==> src/rtl/sac_pkg.sv <==
// ==========================================================
// converter control constants
package sac_pkg;
    // register offsets on the plain port
    localparam int ADDR_W = 3;
    localparam logic [2:0] OFS_CTRL = 3'h0;
    localparam logic [2:0] OFS_PIN_CLK = 3'h1;
    localparam logic [2:0] OFS_INT_CTRL = 3'h2;
    localparam logic [2:0] OFS_PIE = 3'h3;
    localparam logic [2:0] OFS_PIR = 3'h4;
    localparam logic [2:0] OFS_RES_HI = 3'h5;
    localparam logic [2:0] OFS_RES_LO = 3'h6;

    // field positions
    localparam int CLK_SEL_LSB = 4;
    localparam int GIE_BIT = 7;
    localparam int DONE_BIT = 6;
    localparam int JUST_PAD = 6;

    // reset values
    localparam logic [7:0] PIN_CLK_RST = 8'h0f;
    localparam logic [7:0] CTRL_RST = 8'h00;

    // conversion clock selections
    localparam logic [2:0] CS_DIV2 = 3'h0;
    localparam logic [2:0] CS_DIV4 = 3'h4;
    localparam logic [2:0] CS_DIV8 = 3'h1;
    localparam logic [2:0] CS_DIV16 = 3'h5;
    localparam logic [2:0] CS_DIV32 = 3'h2;
    localparam logic [2:0] CS_DIV64 = 3'h6;
    localparam logic [1:0] CS_RC_LOW = 2'h3;

    // sequence lengths in bit periods, and the MSB bit index
    localparam logic [3:0] TAD_PER_CONV = 4'hb;
    localparam logic [1:0] ABORT_TADS = 2'h2;
    localparam logic [3:0] MSB_IDX = 4'h9;

    typedef struct packed {
        logic justify;
        logic ref_ext;
        logic unused;
        logic [2:0] chan;
        logic go;
        logic on;
    } sac_ctrl_t;

    typedef enum logic [1:0] {
        ST_IDLE = 2'b00,
        ST_SAMPLE = 2'b01,
        ST_CONV = 2'b11,
        ST_ABORT = 2'b10
    } sac_state_t;
endpackage

==> src/rtl/sac_adc_ctrl.sv <==
// Chosen here: the placing of the registers and the address-and-strobe port.
`timescale 1ns/10ps
module sac_adc_ctrl
    import sac_pkg::*;
#(
    parameter int RES_W = 10
)(
    input wire logic ref_clk_i,
    input wire logic reset_i,
    input wire logic [ADDR_W-1:0] addr_i,
    input wire logic [7:0] wdata_i,
    input wire logic wr_i,
    input wire logic rd_i,
    output logic [7:0] rdata_o,
    input wire logic cmp_i,
    input wire logic rc_clk_i,
    input wire logic sleep_i,
    output logic [RES_W-1:0] dac_o,
    output logic hold_o,
    output logic [2:0] channel_o,
    output logic ref_ext_o,
    output logic [3:0] analog_pin_select_o,
    output logic irq_o,
    output logic wake_o,
    output logic isr_vector_o
);

    // ==========================================================
    // helpers
    function automatic logic [5:0] div_last(input logic [2:0] sel);
        case (sel)
            CS_DIV2: div_last = 6'h01;
            CS_DIV4: div_last = 6'h03;
            CS_DIV8: div_last = 6'h07;
            CS_DIV16: div_last = 6'h0f;
            CS_DIV32: div_last = 6'h1f;
            default: div_last = 6'h3f;
        endcase
    endfunction

    function automatic logic [7:0] fmt_res(input logic [RES_W-1:0] r, input logic just, input logic hi);
        if (just)
            fmt_res = hi ? {6'h00, r[9:8]} : r[7:0];
        else
            fmt_res = hi ? r[9:2] : {r[1:0], 6'h00};
    endfunction

    // ==========================================================
    // registers
    sac_ctrl_t ctrl_q;
    logic [7:0] pin_clk_q;
    logic gie_q;
    logic irq_en_q;
    logic flag_q;
    logic [RES_W-1:0] result_q;
    logic [7:0] rdata_q;
    sac_state_t state_q;
    logic [RES_W-1:0] sar_q;
    logic [3:0] bit_idx_q;
    logic [1:0] abort_cnt_q;
    logic [5:0] div_cnt_q;
    logic [2:0] cmp_sync_q;
    logic cmp_lvl_q;
    logic [2:0] rc_sync_q;
    logic rc_lvl_q;
    logic [3:0] tad_cnt_q;

    logic [2:0] clk_sel;
    logic rc_sel;
    logic busy;
    logic tick;
    logic rc_rise;
    logic done_ev;
    logic sw_abort;
    logic kill;
    logic wr_ctrl;
    logic wr_clk;

    assign clk_sel = pin_clk_q[CLK_SEL_LSB +: 3];
    assign rc_sel = (clk_sel[1:0] == CS_RC_LOW);
    assign busy = (state_q == ST_SAMPLE) || (state_q == ST_CONV);
    assign wr_ctrl = wr_i && (addr_i == OFS_CTRL);
    assign wr_clk = wr_i && (addr_i == OFS_PIN_CLK);
    // last bit resolved
    // abort or kill in the last cycle wins, so the old result survives
    assign done_ev = (state_q == ST_CONV) && tick && (bit_idx_q == 4'h0) && !kill && !sw_abort;
    assign sw_abort = busy && wr_ctrl && !wdata_i[1];
    // rc clock cannot keep a divided-clock conversion alive through sleep
    assign kill = !ctrl_q.on || (sleep_i && !rc_sel);

    // ==========================================================
    // input synchronisers: a change counts once stages 2 and 3 agree
    always_ff @(posedge ref_clk_i or posedge reset_i)
    begin
        if (reset_i)
        begin
            cmp_sync_q <= 3'h0;
            cmp_lvl_q <= 1'b0;
            rc_sync_q <= 3'h0;
            rc_lvl_q <= 1'b0;
        end
        else
        begin
            cmp_sync_q <= {cmp_sync_q[1:0], cmp_i};
            rc_sync_q <= {rc_sync_q[1:0], rc_clk_i};
            if (cmp_sync_q[1] == cmp_sync_q[2])
                cmp_lvl_q <= cmp_sync_q[2];
            if (rc_sync_q[1] == rc_sync_q[2])
                rc_lvl_q <= rc_sync_q[2];
        end
    end

    assign rc_rise = (rc_sync_q[1] == rc_sync_q[2]) && rc_sync_q[2] && !rc_lvl_q;

    // ==========================================================
    // bit period generator
    // divided ticks or RC edges
    // divided ticks count system clocks only
    assign tick = rc_sel ? rc_rise : (div_cnt_q == div_last(clk_sel));

    always_ff @(posedge ref_clk_i or posedge reset_i)
    begin
        if (reset_i)
            div_cnt_q <= 6'h00;
        else if (wr_clk || tick || rc_sel)
            div_cnt_q <= 6'h00;
        else
            div_cnt_q <= div_cnt_q + 6'h01;
    end

    // ==========================================================
    // control and configuration registers
    always_ff @(posedge ref_clk_i or posedge reset_i)
    begin
        if (reset_i)
            ctrl_q <= sac_ctrl_t'(CTRL_RST);
        else
        begin
            if (wr_ctrl)
                ctrl_q <= sac_ctrl_t'(wdata_i);
            ctrl_q.unused <= 1'b0;
            // hardware clear of convert_go wins over the write
            if (done_ev || kill)
                ctrl_q.go <= 1'b0;
        end
    end

    always_ff @(posedge ref_clk_i or posedge reset_i)
    begin
        if (reset_i)
        begin
            pin_clk_q <= PIN_CLK_RST;
            gie_q <= 1'b0;
            irq_en_q <= 1'b0;
        end
        else
        begin
            if (wr_clk)
                pin_clk_q <= {1'b0, wdata_i[6:0]};
            if (wr_i && (addr_i == OFS_INT_CTRL))
                gie_q <= wdata_i[GIE_BIT];
            if (wr_i && (addr_i == OFS_PIE))
                irq_en_q <= wdata_i[DONE_BIT];
        end
    end

    // flag sets at every completion; set wins over a clearing write
    // only a software write ever clears it
    always_ff @(posedge ref_clk_i or posedge reset_i)
    begin
        if (reset_i)
            flag_q <= 1'b0;
        else if (done_ev)
            flag_q <= 1'b1;
        else if (wr_i && (addr_i == OFS_PIR))
            flag_q <= wdata_i[DONE_BIT];
    end

    // result pair loads only at completion
    // no bus path into the result
    always_ff @(posedge ref_clk_i or posedge reset_i)
    begin
        if (reset_i)
            result_q <= '0;
        else if (done_ev)
            result_q <= {sar_q[RES_W-1:1], cmp_lvl_q};
    end

    // ==========================================================
    // conversion sequencer
    always_ff @(posedge ref_clk_i or posedge reset_i)
    begin
        if (reset_i)
        begin
            state_q <= ST_IDLE;
            sar_q <= '0;
            bit_idx_q <= MSB_IDX;
            abort_cnt_q <= 2'h0;
        end
        else if (kill)
            state_q <= ST_IDLE;
        else if (sw_abort)
        begin
            // keep result, hold off two bit periods
            state_q <= ST_ABORT;
            abort_cnt_q <= 2'h0;
        end
        else
        begin
            case (state_q)
                ST_IDLE:
                    if (ctrl_q.go)
                        state_q <= ST_SAMPLE;
                ST_SAMPLE:
                    // one period of sampling hand-off, then MSB trial
                    if (tick)
                    begin
                        state_q <= ST_CONV;
                        sar_q <= {1'b1, {(RES_W-1){1'b0}}};
                        bit_idx_q <= MSB_IDX;
                    end
                ST_CONV:
                    if (tick)
                    begin
                        // keep or drop trial bit, try next lower
                        sar_q[bit_idx_q] <= cmp_lvl_q;
                        if (bit_idx_q == 4'h0)
                            state_q <= ST_IDLE;
                        else
                        begin
                            sar_q[bit_idx_q - 4'h1] <= 1'b1;
                            bit_idx_q <= bit_idx_q - 4'h1;
                        end
                    end
                ST_ABORT:
                    if (tick)
                    begin
                        abort_cnt_q <= abort_cnt_q + 2'h1;
                        if (abort_cnt_q == ABORT_TADS - 2'h1)
                            state_q <= ST_IDLE;
                    end
                default:
                    state_q <= ST_IDLE;
            endcase
        end
    end

    // ==========================================================
    // read port: data one cycle after the strobe, zero otherwise
    always_ff @(posedge ref_clk_i or posedge reset_i)
    begin
        if (reset_i)
            rdata_q <= 8'h00;
        else if (!rd_i)
            rdata_q <= 8'h00;
        else
        begin
            case (addr_i)
                OFS_CTRL: rdata_q <= ctrl_q;
                OFS_PIN_CLK: rdata_q <= pin_clk_q;
                OFS_INT_CTRL: rdata_q <= {gie_q, 7'h00};
                OFS_PIE: rdata_q <= {1'b0, irq_en_q, 6'h00};
                OFS_PIR: rdata_q <= {1'b0, flag_q, 6'h00};
                OFS_RES_HI: rdata_q <= fmt_res(result_q, ctrl_q.justify, 1'b1);
                OFS_RES_LO: rdata_q <= fmt_res(result_q, ctrl_q.justify, 1'b0);
                default: rdata_q <= 8'h00;
            endcase
        end
    end

    // ==========================================================
    // outputs
    assign rdata_o = rdata_q;
    assign dac_o = sar_q;
    assign hold_o = (state_q == ST_CONV);
    assign channel_o = ctrl_q.chan;
    // negative reference is ground in the analog section
    assign ref_ext_o = ctrl_q.ref_ext;
    assign analog_pin_select_o = pin_clk_q[3:0];
    assign irq_o = flag_q && irq_en_q;
    // wake while asleep; the core completes its next instruction first
    assign wake_o = sleep_i && irq_o;
    assign isr_vector_o = irq_o && gie_q;

    // ==========================================================
    // checks
    always_ff @(posedge ref_clk_i or posedge reset_i)
    begin
        if (reset_i)
            tad_cnt_q <= 4'h0;
        else if (state_q == ST_IDLE)
            tad_cnt_q <= 4'h0;
        else if (busy && tick)
            tad_cnt_q <= tad_cnt_q + 4'h1;
    end

    property p_done_go;
        @(posedge ref_clk_i) disable iff (reset_i) done_ev && !kill |=> !ctrl_q.go && flag_q;
    endproperty
    a_done_go: assert property (p_done_go) else $error("go not cleared or flag not set at end");

    property p_tad_count;
        @(posedge ref_clk_i) disable iff (reset_i) done_ev |-> tad_cnt_q == TAD_PER_CONV - 4'h1;
    endproperty
    a_tad_count: assert property (p_tad_count) else $error("conversion not eleven bit periods");

    property p_abort_keep;
        @(posedge ref_clk_i) disable iff (reset_i) sw_abort && !kill |=> state_q == ST_ABORT && $stable(result_q);
    endproperty
    a_abort_keep: assert property (p_abort_keep) else $error("abort changed result or state");

    property p_ro_result;
        @(posedge ref_clk_i) disable iff (reset_i)
            wr_i && (addr_i == OFS_RES_HI || addr_i == OFS_RES_LO) && !done_ev |=> $stable(result_q);
    endproperty
    a_ro_result: assert property (p_ro_result) else $error("result changed by write");

    property p_flag_hold;
        @(posedge ref_clk_i) disable iff (reset_i) flag_q && !(wr_i && addr_i == OFS_PIR) |=> flag_q;
    endproperty
    a_flag_hold: assert property (p_flag_hold) else $error("flag cleared by hardware");

    property p_flag_irq;
        @(posedge ref_clk_i) disable iff (reset_i) done_ev && irq_en_q && !wr_i |=> irq_o ##0 flag_q;
    endproperty
    a_flag_irq: assert property (p_flag_irq) else $error("no request after enabled completion");

    property p_div2;
        @(posedge ref_clk_i) disable iff (reset_i)
            tick && clk_sel == CS_DIV2 && !wr_clk |=> !tick ##1 (tick || $past(wr_clk));
    endproperty
    a_div2: assert property (p_div2) else $error("divide by two spacing wrong");

    property p_div_restart;
        @(posedge ref_clk_i) disable iff (reset_i) wr_clk |=> div_cnt_q == 6'h00;
    endproperty
    a_div_restart: assert property (p_div_restart) else $error("divider not restarted");

    property p_res_fmt;
        @(posedge ref_clk_i) disable iff (reset_i)
            rd_i && addr_i == OFS_RES_HI && ctrl_q.justify |=> rdata_o[7:2] == 6'h00;
    endproperty
    a_res_fmt: assert property (p_res_fmt) else $error("right justified high byte not padded");

    property p_wake_vec;
        @(posedge ref_clk_i) disable iff (reset_i) sleep_i && irq_o && !gie_q |-> wake_o && !isr_vector_o;
    endproperty
    a_wake_vec: assert property (p_wake_vec) else $error("wake or vector wrong");

    c_done: cover property (@(posedge ref_clk_i) disable iff (reset_i) done_ev);
    c_abort: cover property (@(posedge ref_clk_i) disable iff (reset_i) sw_abort);
    c_wake: cover property (@(posedge ref_clk_i) disable iff (reset_i) wake_o);
    c_rc_done: cover property (@(posedge ref_clk_i) disable iff (reset_i) done_ev && rc_sel);

endmodule // sac_adc_ctrl

==> config.mk <==
export PLATFORM = sky130hd
export DESIGN_NAME = sac_adc_ctrl
export DESIGN_NICKNAME = d
export VERILOG_FILES = /design/src/rtl/sac_pkg.sv /design/src/rtl/sac_adc_ctrl.sv
export SDC_FILE = /design/constraint.sdc
export NUM_CORES = 1
export LEC_CHECK = 0
export ABC_CLOCK_PERIOD_IN_PS = 1800
export BUFFER_PORTS_ARGS = -buffer_cell sky130_fd_sc_hd__buf_2
export CAP_MARGIN = 20
export CORE_UTILIZATION = 45
export CTS_CLUSTER_SIZE = 40
export DETAILED_ROUTE_END_ITERATION = 6
export PLACE_DENSITY = 0.67
export SYNTH_ARGS = -nofsm -noshare
export SYNTH_HDL_FRONTEND = slang
export SYNTH_SLANG_ARGS = --single-unit
==> constraint.sdc <==
create_clock -name ref_clk_i -period 1.8 [get_ports ref_clk_i]
set_input_delay 0.18 -clock ref_clk_i [delete_from_list [all_inputs] [get_ports ref_clk_i]]
set_output_delay 0.18 -clock ref_clk_i [all_outputs]
set_load 0.1 [all_outputs]
After elaboration in Yosys (flattened, before gate mapping):

Index checks and enable logic that the tools add are counted.
Widths: inputs -> output; s select.

* output and inout port bits: 30
* bits in read-only memories: 0
* input bits: 18
* logic and storage cells: 136
* latch bits: 0
* bits in writable memories: 0
* register bits: 67
* memories kept: 0

* reductions and logical operators: 43
* multiplexer cells: 36
* multiply operators: 0
* div/mod/pow operators: 0
* $lt $le $gt $ge: 4
* bitwise logic cells: 3
* shift-type cells: 0
* equal/unequal tests: 27
* $add $sub $neg: 3

Operators by type and width (number)
* $pmux 8 s7: 1
* $mux 10: 3
* $pmux 6 s5: 1
* $mux 2: 12
* $mux 8: 3
* $pmux 10 s2: 1
* $logic_and 1x1->1: 19
* $ne 4x4->1 const B: 4
* $eq 3x3->1 const B: 5
* $mux 4: 3
* $reduce_and 6->1: 2
* $bwmux 10: 1
* $lt 4x5->1 const B: 2
* $or 10x10->10: 1
* $reduce_bool 2->1: 5
* $eq 3x2->1 const B: 3
* $demux 1 s4: 2
* $ge 4x1->1 const B: 2
* $ne 4x1->1 const B: 2
* $pmux 2 s4: 1
* $pmux 4 s2: 1
* $add 6x1->6 const B: 1
* $eq 2x2->1 const B: 3
* $eq 3x1->1 const B: 2
* other kinds (17): 36

Logic depth before layout (Yosys ltp):

* depth after elaboration: 10
* mapped depth: 9
* gate-level depth less buffers: 8

Worst setup path before layout:

No wires, ideal clock.

* path type: register -> register
* start: register state_q[1]
* end: register state_q[1]
* clock period less this slack: 2718 ps
* data required time: 1705 ps
* stages on the path, launching flop included: 8
* setup time: 95 ps
* data arrival time: 2623 ps
* buffers on the path: 1
* slack: -918 ps
* cell sequence: dfrtp_1 > clkbuf_1 > inv_1 > nor2_1 > nand2_1 > nor2_1 > a21oi_1 > o31ai_1

* word-level cells in the longest chain between the ends: 6
* elaborated cells between the ends (all ways): 17
* those cells by class: 9 x eq/ne; 3 x mux; 5 x reduce/logical

Ends and longest elaborated chain
* start, declared: RTL line sac_adc_ctrl.sv:57 `sac_state_t state_q;`
* start signal, assigned: RTL line sac_adc_ctrl.sv:195 `state_q <= ST_IDLE;`
* start signal, assigned: RTL line sac_adc_ctrl.sv:201 `state_q <= ST_IDLE;`
* start signal, assigned: RTL line sac_adc_ctrl.sv:205 `state_q <= ST_ABORT;`
* $eq 2x2->1 *
* via hold_o: RTL line sac_adc_ctrl.sv:19 `output logic hold_o,`
* $logic_or 1x1->1: RTL line sac_adc_ctrl.sv:81 `assign busy = (state_q == ST_SAMPLE) || (state_q == ST_CONV);`
* $logic_and 1x1->1 (2 in series): RTL line sac_adc_ctrl.sv:87 `assign sw_abort = busy && wr_ctrl && !wdata_i[1];`
* $ne 4x4->1 (no source line), or another cell as far along
* $reduce_and 6->1 (no source line) or $mux 2 (tied branches)

Mark *: on every way through the listed nets, which the timed path passes. The rest lies on a longest branch.
A chain may end at the register's enable or synchronous reset.

Final worst setup path:

* start: register pin_clk_q[5]
* end: register result_q[4]

* word-level cells in the longest chain between the ends: 8
* elaborated cells between the ends (all ways): 17
* those cells by class: 6 x eq/ne; 2 x mux; 9 x reduce/logical

Ends and longest elaborated chain
* start, declared: RTL line sac_adc_ctrl.sv:51 `logic [7:0] pin_clk_q;`
* start signal, assigned: RTL line sac_adc_ctrl.sv:159 `pin_clk_q <= {1'b0, wdata_i[6:0]};`
* $eq 3x2->1, or another cell as far along: RTL line sac_adc_ctrl.sv:31 `case (sel)`
* $pmux 6 s5: RTL line sac_adc_ctrl.sv:31
* $eq 6x6->1: RTL line sac_adc_ctrl.sv:119 `assign tick = rc_sel ? rc_rise : (div_cnt_q == div_last(clk_sel));`
* $mux 1: RTL line sac_adc_ctrl.sv:119
* $logic_and 1x1->1 (2 in series): RTL line sac_adc_ctrl.sv:86 `assign done_ev = (state_q == ST_CONV) && tick && (bit_idx_q == 4'h0) && !kill && !sw_abort;`
* $logic_and 1x1->1 * (2 in series): RTL line sac_adc_ctrl.sv:86
* end signal, assigned: RTL line sac_adc_ctrl.sv:186 `result_q <= {sar_q[RES_W-1:1], cmp_lvl_q};`
* end, declared: RTL line sac_adc_ctrl.sv:55 `logic [RES_W-1:0] result_q;`

Mark *: on every way between the ends. The rest lies on a longest branch, timed or not.

==> impl_metrics.json <==
{
  "tns_ns": -2.466,
  "vias_per_cell": 5.491,
  "dp_hpwl_um": 6604,
  "pin_count": 48,
  "avgSynthCellArea_um2": 10.41,
  "vdd_ir_drop_max_mv": 0.5009,
  "grt_usage": 0.2224,
  "htreeDepth": 3,
  "clock_path_buffers": 2,
  "yosysMostFrequentCell": "dfrtp_1",
  "drv_cap": 0,
  "async_flop_share": 1.000,
  "num_rows": 32,
  "grt_start_max_net_pins": 28,
  "synth_edf_count": 0,
  "fin_nets": 475,
  "num_vias": 3053,
  "synthesis.nets": 379,
  "drt_pass1_iterations": 4,
  "start_util": 0.4705,
  "startpoint_type": "register",
  "die_width_um": 92.35,
  "tightest_slew_ns": 0.6221,
  "status": "finished, violations left",
  "synth_top_area_share": 0.4155,
  "synth_area_leader_cell": "dfrtp_1",
  "crit_path_max_incr_delay_ns": 0.51,
  "wl_per_cell_um": 16.16,
  "crit_fanout": 12,
  "overflow": 0,
  "fin_skew_ns": 0.005063,
  "powerDensity_nw_per_um2": 950.0,
  "arrival_ns": 2.17,
  "rrSetupSlack_ns": -0.15,
  "grt_pass1_wl_um": 14670,
  "numCtsBuffers": 9,
  "cts_tree": "yes",
  "synth.distinct_cells": 58,
  "min_path_cells": 2,
  "ant_nets": 0,
  "antenna_found_initial": 0,
  "initialDrtViolationCount": 167,
  "path_class": "register to register",
  "cts.sinks": 67,
  "setup_slack_ns": -0.1466,
  "clk_latency_ns": 0.34,
  "min_to": "pin_clk_q[2]$_DFFE_PP1P_",
  "violations": "setup timing",
  "num_antenna_cells": 0,
  "critPathSlowestCell": "or3_4",
  "stdcell_area_um2": 4911,
  "synth_area_leaders": "dfrtp_1 42%, mux2_2 8.9%, dfstp_2 4.3%",
  "setup_violations": 26,
  "required_ns": 2.03,
  "synth-main-ff-cell": "dfrtp_1",
  "die_h_um": 92.35,
  "layout-drive-gt1-share": 0.4559,
  "syn_inst": 353,
  "place.port_buffers": 47,
  "hold_path.class": "input port to register",
  "synth-seq-cells": 67,
  "gp_congestion": 0.9175,
  "max_freq_ghz": 0.5137,
  "detail_route.drc_violations": 0,
  "coreArea_um2": 7807,
  "period_share": 1.081,
  "r2r_end": "result_q[4]$_DFFE_PP0P_",
  "hold_viol_final": 0,
  "ff2ff_path_depth": 6,
  "wl_um": 8984,
  "finalCriticalPeriod_ns": 1.947,
  "synthesis.area_um2": 3674,
  "rsz0062_at_grt": "yes",
  "dieArea_um2": 8529,
  "critPathCaptureType": "register",
  "path_cells": "nor4b_2 > nand2_1 > o31ai_2 > a31oi_1 > or3_4 > mux2_4",
  "yosysWarnings": 0,
  "hp-start": "wdata_i[2]",
  "place_area_um2": 4394,
  "p_leak_nw": 2.253,
  "r2r-start": "pin_clk_q[5]$_DFFE_PP0P_",
  "first_global_vias": 3041,
  "slew_headroom": 0.5844,
  "area_delta_synth_final_pct": 33.69,
  "yosysSeqAreaShare": 0.4584,
  "clockRootBuffer": "clkbuf_8",
  "slew_violations": 0,
  "synth_top_cells_by_count": "61 x dfrtp_1, 34 x nand2_1, 29 x mux2_2, 29 x nor2_1, 18 x o21ai_0",
  "clk_pin_slew_worst_paths_ns": 0.08
}
## flip-flops by register name, indices dropped and copies added (netlist names)
register     flops
dac_o           10
result_q        10
rdata_o          8
pin_clk_q        7
div_cnt_q        6
bit_idx_q        4
channel_o        3
cmp_sync_q       3
ctrl_q           3
rc_sync_q        3
abort_cnt_q      2
state_q          2
cmp_lvl_q        1
flag_q           1
gie_q            1
irq_en_q         1
rc_lvl_q         1
ref_ext_o        1
## worst max-delay path: cells and delay by family (launching register included)
kind	cells	cell delay (ns)
AOI/OAI and AO/OA	2	0.22
DFF	1	0.46
muxes	1	0.33
and+or+nand+nor	3	0.82
## per-stage QoR
| stage | hold slack, ns | total power [mW] | instances | utilization | setup WS, ns |
|---|---|---|---|---|---|
| after detailed placement | 0.2893 | 3.105 | 530 | 0.5628 | -0.2631 |
| after global placement | 0.2885 | 3.083 | 530 | 0.5628 | -0.2132 |
| final | 0.08353 | 4.665 | 556 | 0.6290 | -0.1466 |
| after CTS | 0.07155 | 4.668 | 554 | 0.6173 | -0.1566 |
| after floorplan | 0.2114 | 2.799 | 353 | - | -0.1354 |
| after global routing | 0.06942 | 4.876 | 556 | 0.6290 | -0.2367 |
## how the worst max path moves through the flow
stage	depth (start not counted)	to	start	slack, ns
finish	6	result_q[4]$_DFFE_PP0P_	pin_clk_q[5]$_DFFE_PP0P_	-0.15
global route	8	abort_cnt_q[0]$_DFFE_PP0P_	pin_clk_q[5]$_DFFE_PP0P_	-0.24
CTS	6	result_q[8]$_DFFE_PP0P_	div_cnt_q[5]$_DFF_PP0_	-0.16
detailed placement	6	bit_idx_q[1]$_DFFE_PP0P_	pin_clk_q[5]$_DFFE_PP0P_	-0.26
global placement	7	bit_idx_q[1]$_DFFE_PP0P_	div_cnt_q[5]$_DFF_PP0_	-0.21
floorplan	8	result_q[1]$_DFFE_PP0P_	pin_clk_q[5]$_DFFE_PP0P_	-0.14
## area by class of cell
cell class,instances,area (um^2)
Clock buffer,10,127.6
Clock inverter,6,112.6
Fill cell,621,2897
Inverter,10,43.79
Multi-Input combinational cell,251,2034
Sequential cell,67,1687
Tap cell,102,127.6
Timing Repair Buffer,110,778.2
## per-layer routing
layer  share of wire  global-route usage
met4           0.014             0.07813
met1            0.46              0.2952
met3           0.039             0.04023
met5               0                   0
met2            0.48              0.3648
## cell usage in the layout, fill, tap and decap left out, types with 8 or more instances in the layout
master	instances
clkbuf_8	9
mux2_4	9
buf_2	46
nand2_1	32
nand3_1	8
a21oi_1	9
dfrtp_1	59
nor2_1	27
o21ai_0	11
mux2i_1	9
inv_1	8
buf_4	52
mux2_2	28
## timing repair
action | 4_1_cts | 5_1_grt
gates cloned | 1 | 0
hold endpoints to repair | 22 | 0
endpoints found under the setup margin | 29 | 29
resized for setup | 32 | 17
pin swaps | 10 | 3
setup buffers | 4 | 2
hold buffers | 3 | 0
## power by group
part           switching [mW]  internal, mW  total [mW]  leakage [nW]
Clock                   0.587         0.926        1.51         0.121
Sequential              0.163          1.67        1.83         0.843
Combinational           0.852         0.468        1.32          1.29
Total                    1.60          3.06        4.67          2.25
## cells by family (layout without fill, tap and decap cells)
kind of cell / Yosys count / in the layout / share of synthesized area
adder cells (fa/ha/maj): 9 / 9 / 0.02997
multiplexers: 47 / 47 / 0.1488
AND/OR/NAND/NOR: 113 / 114 / 0.1587
AO/OA/AOI/OAI: 75 / 75 / 0.1400
buffers and inverters: 36 / 136 / 0.04973
XOR/XNOR: 6 / 6 / 0.01431
flip-flops: 67 / 67 / 0.4584
(Power assumes the default switching activity.)
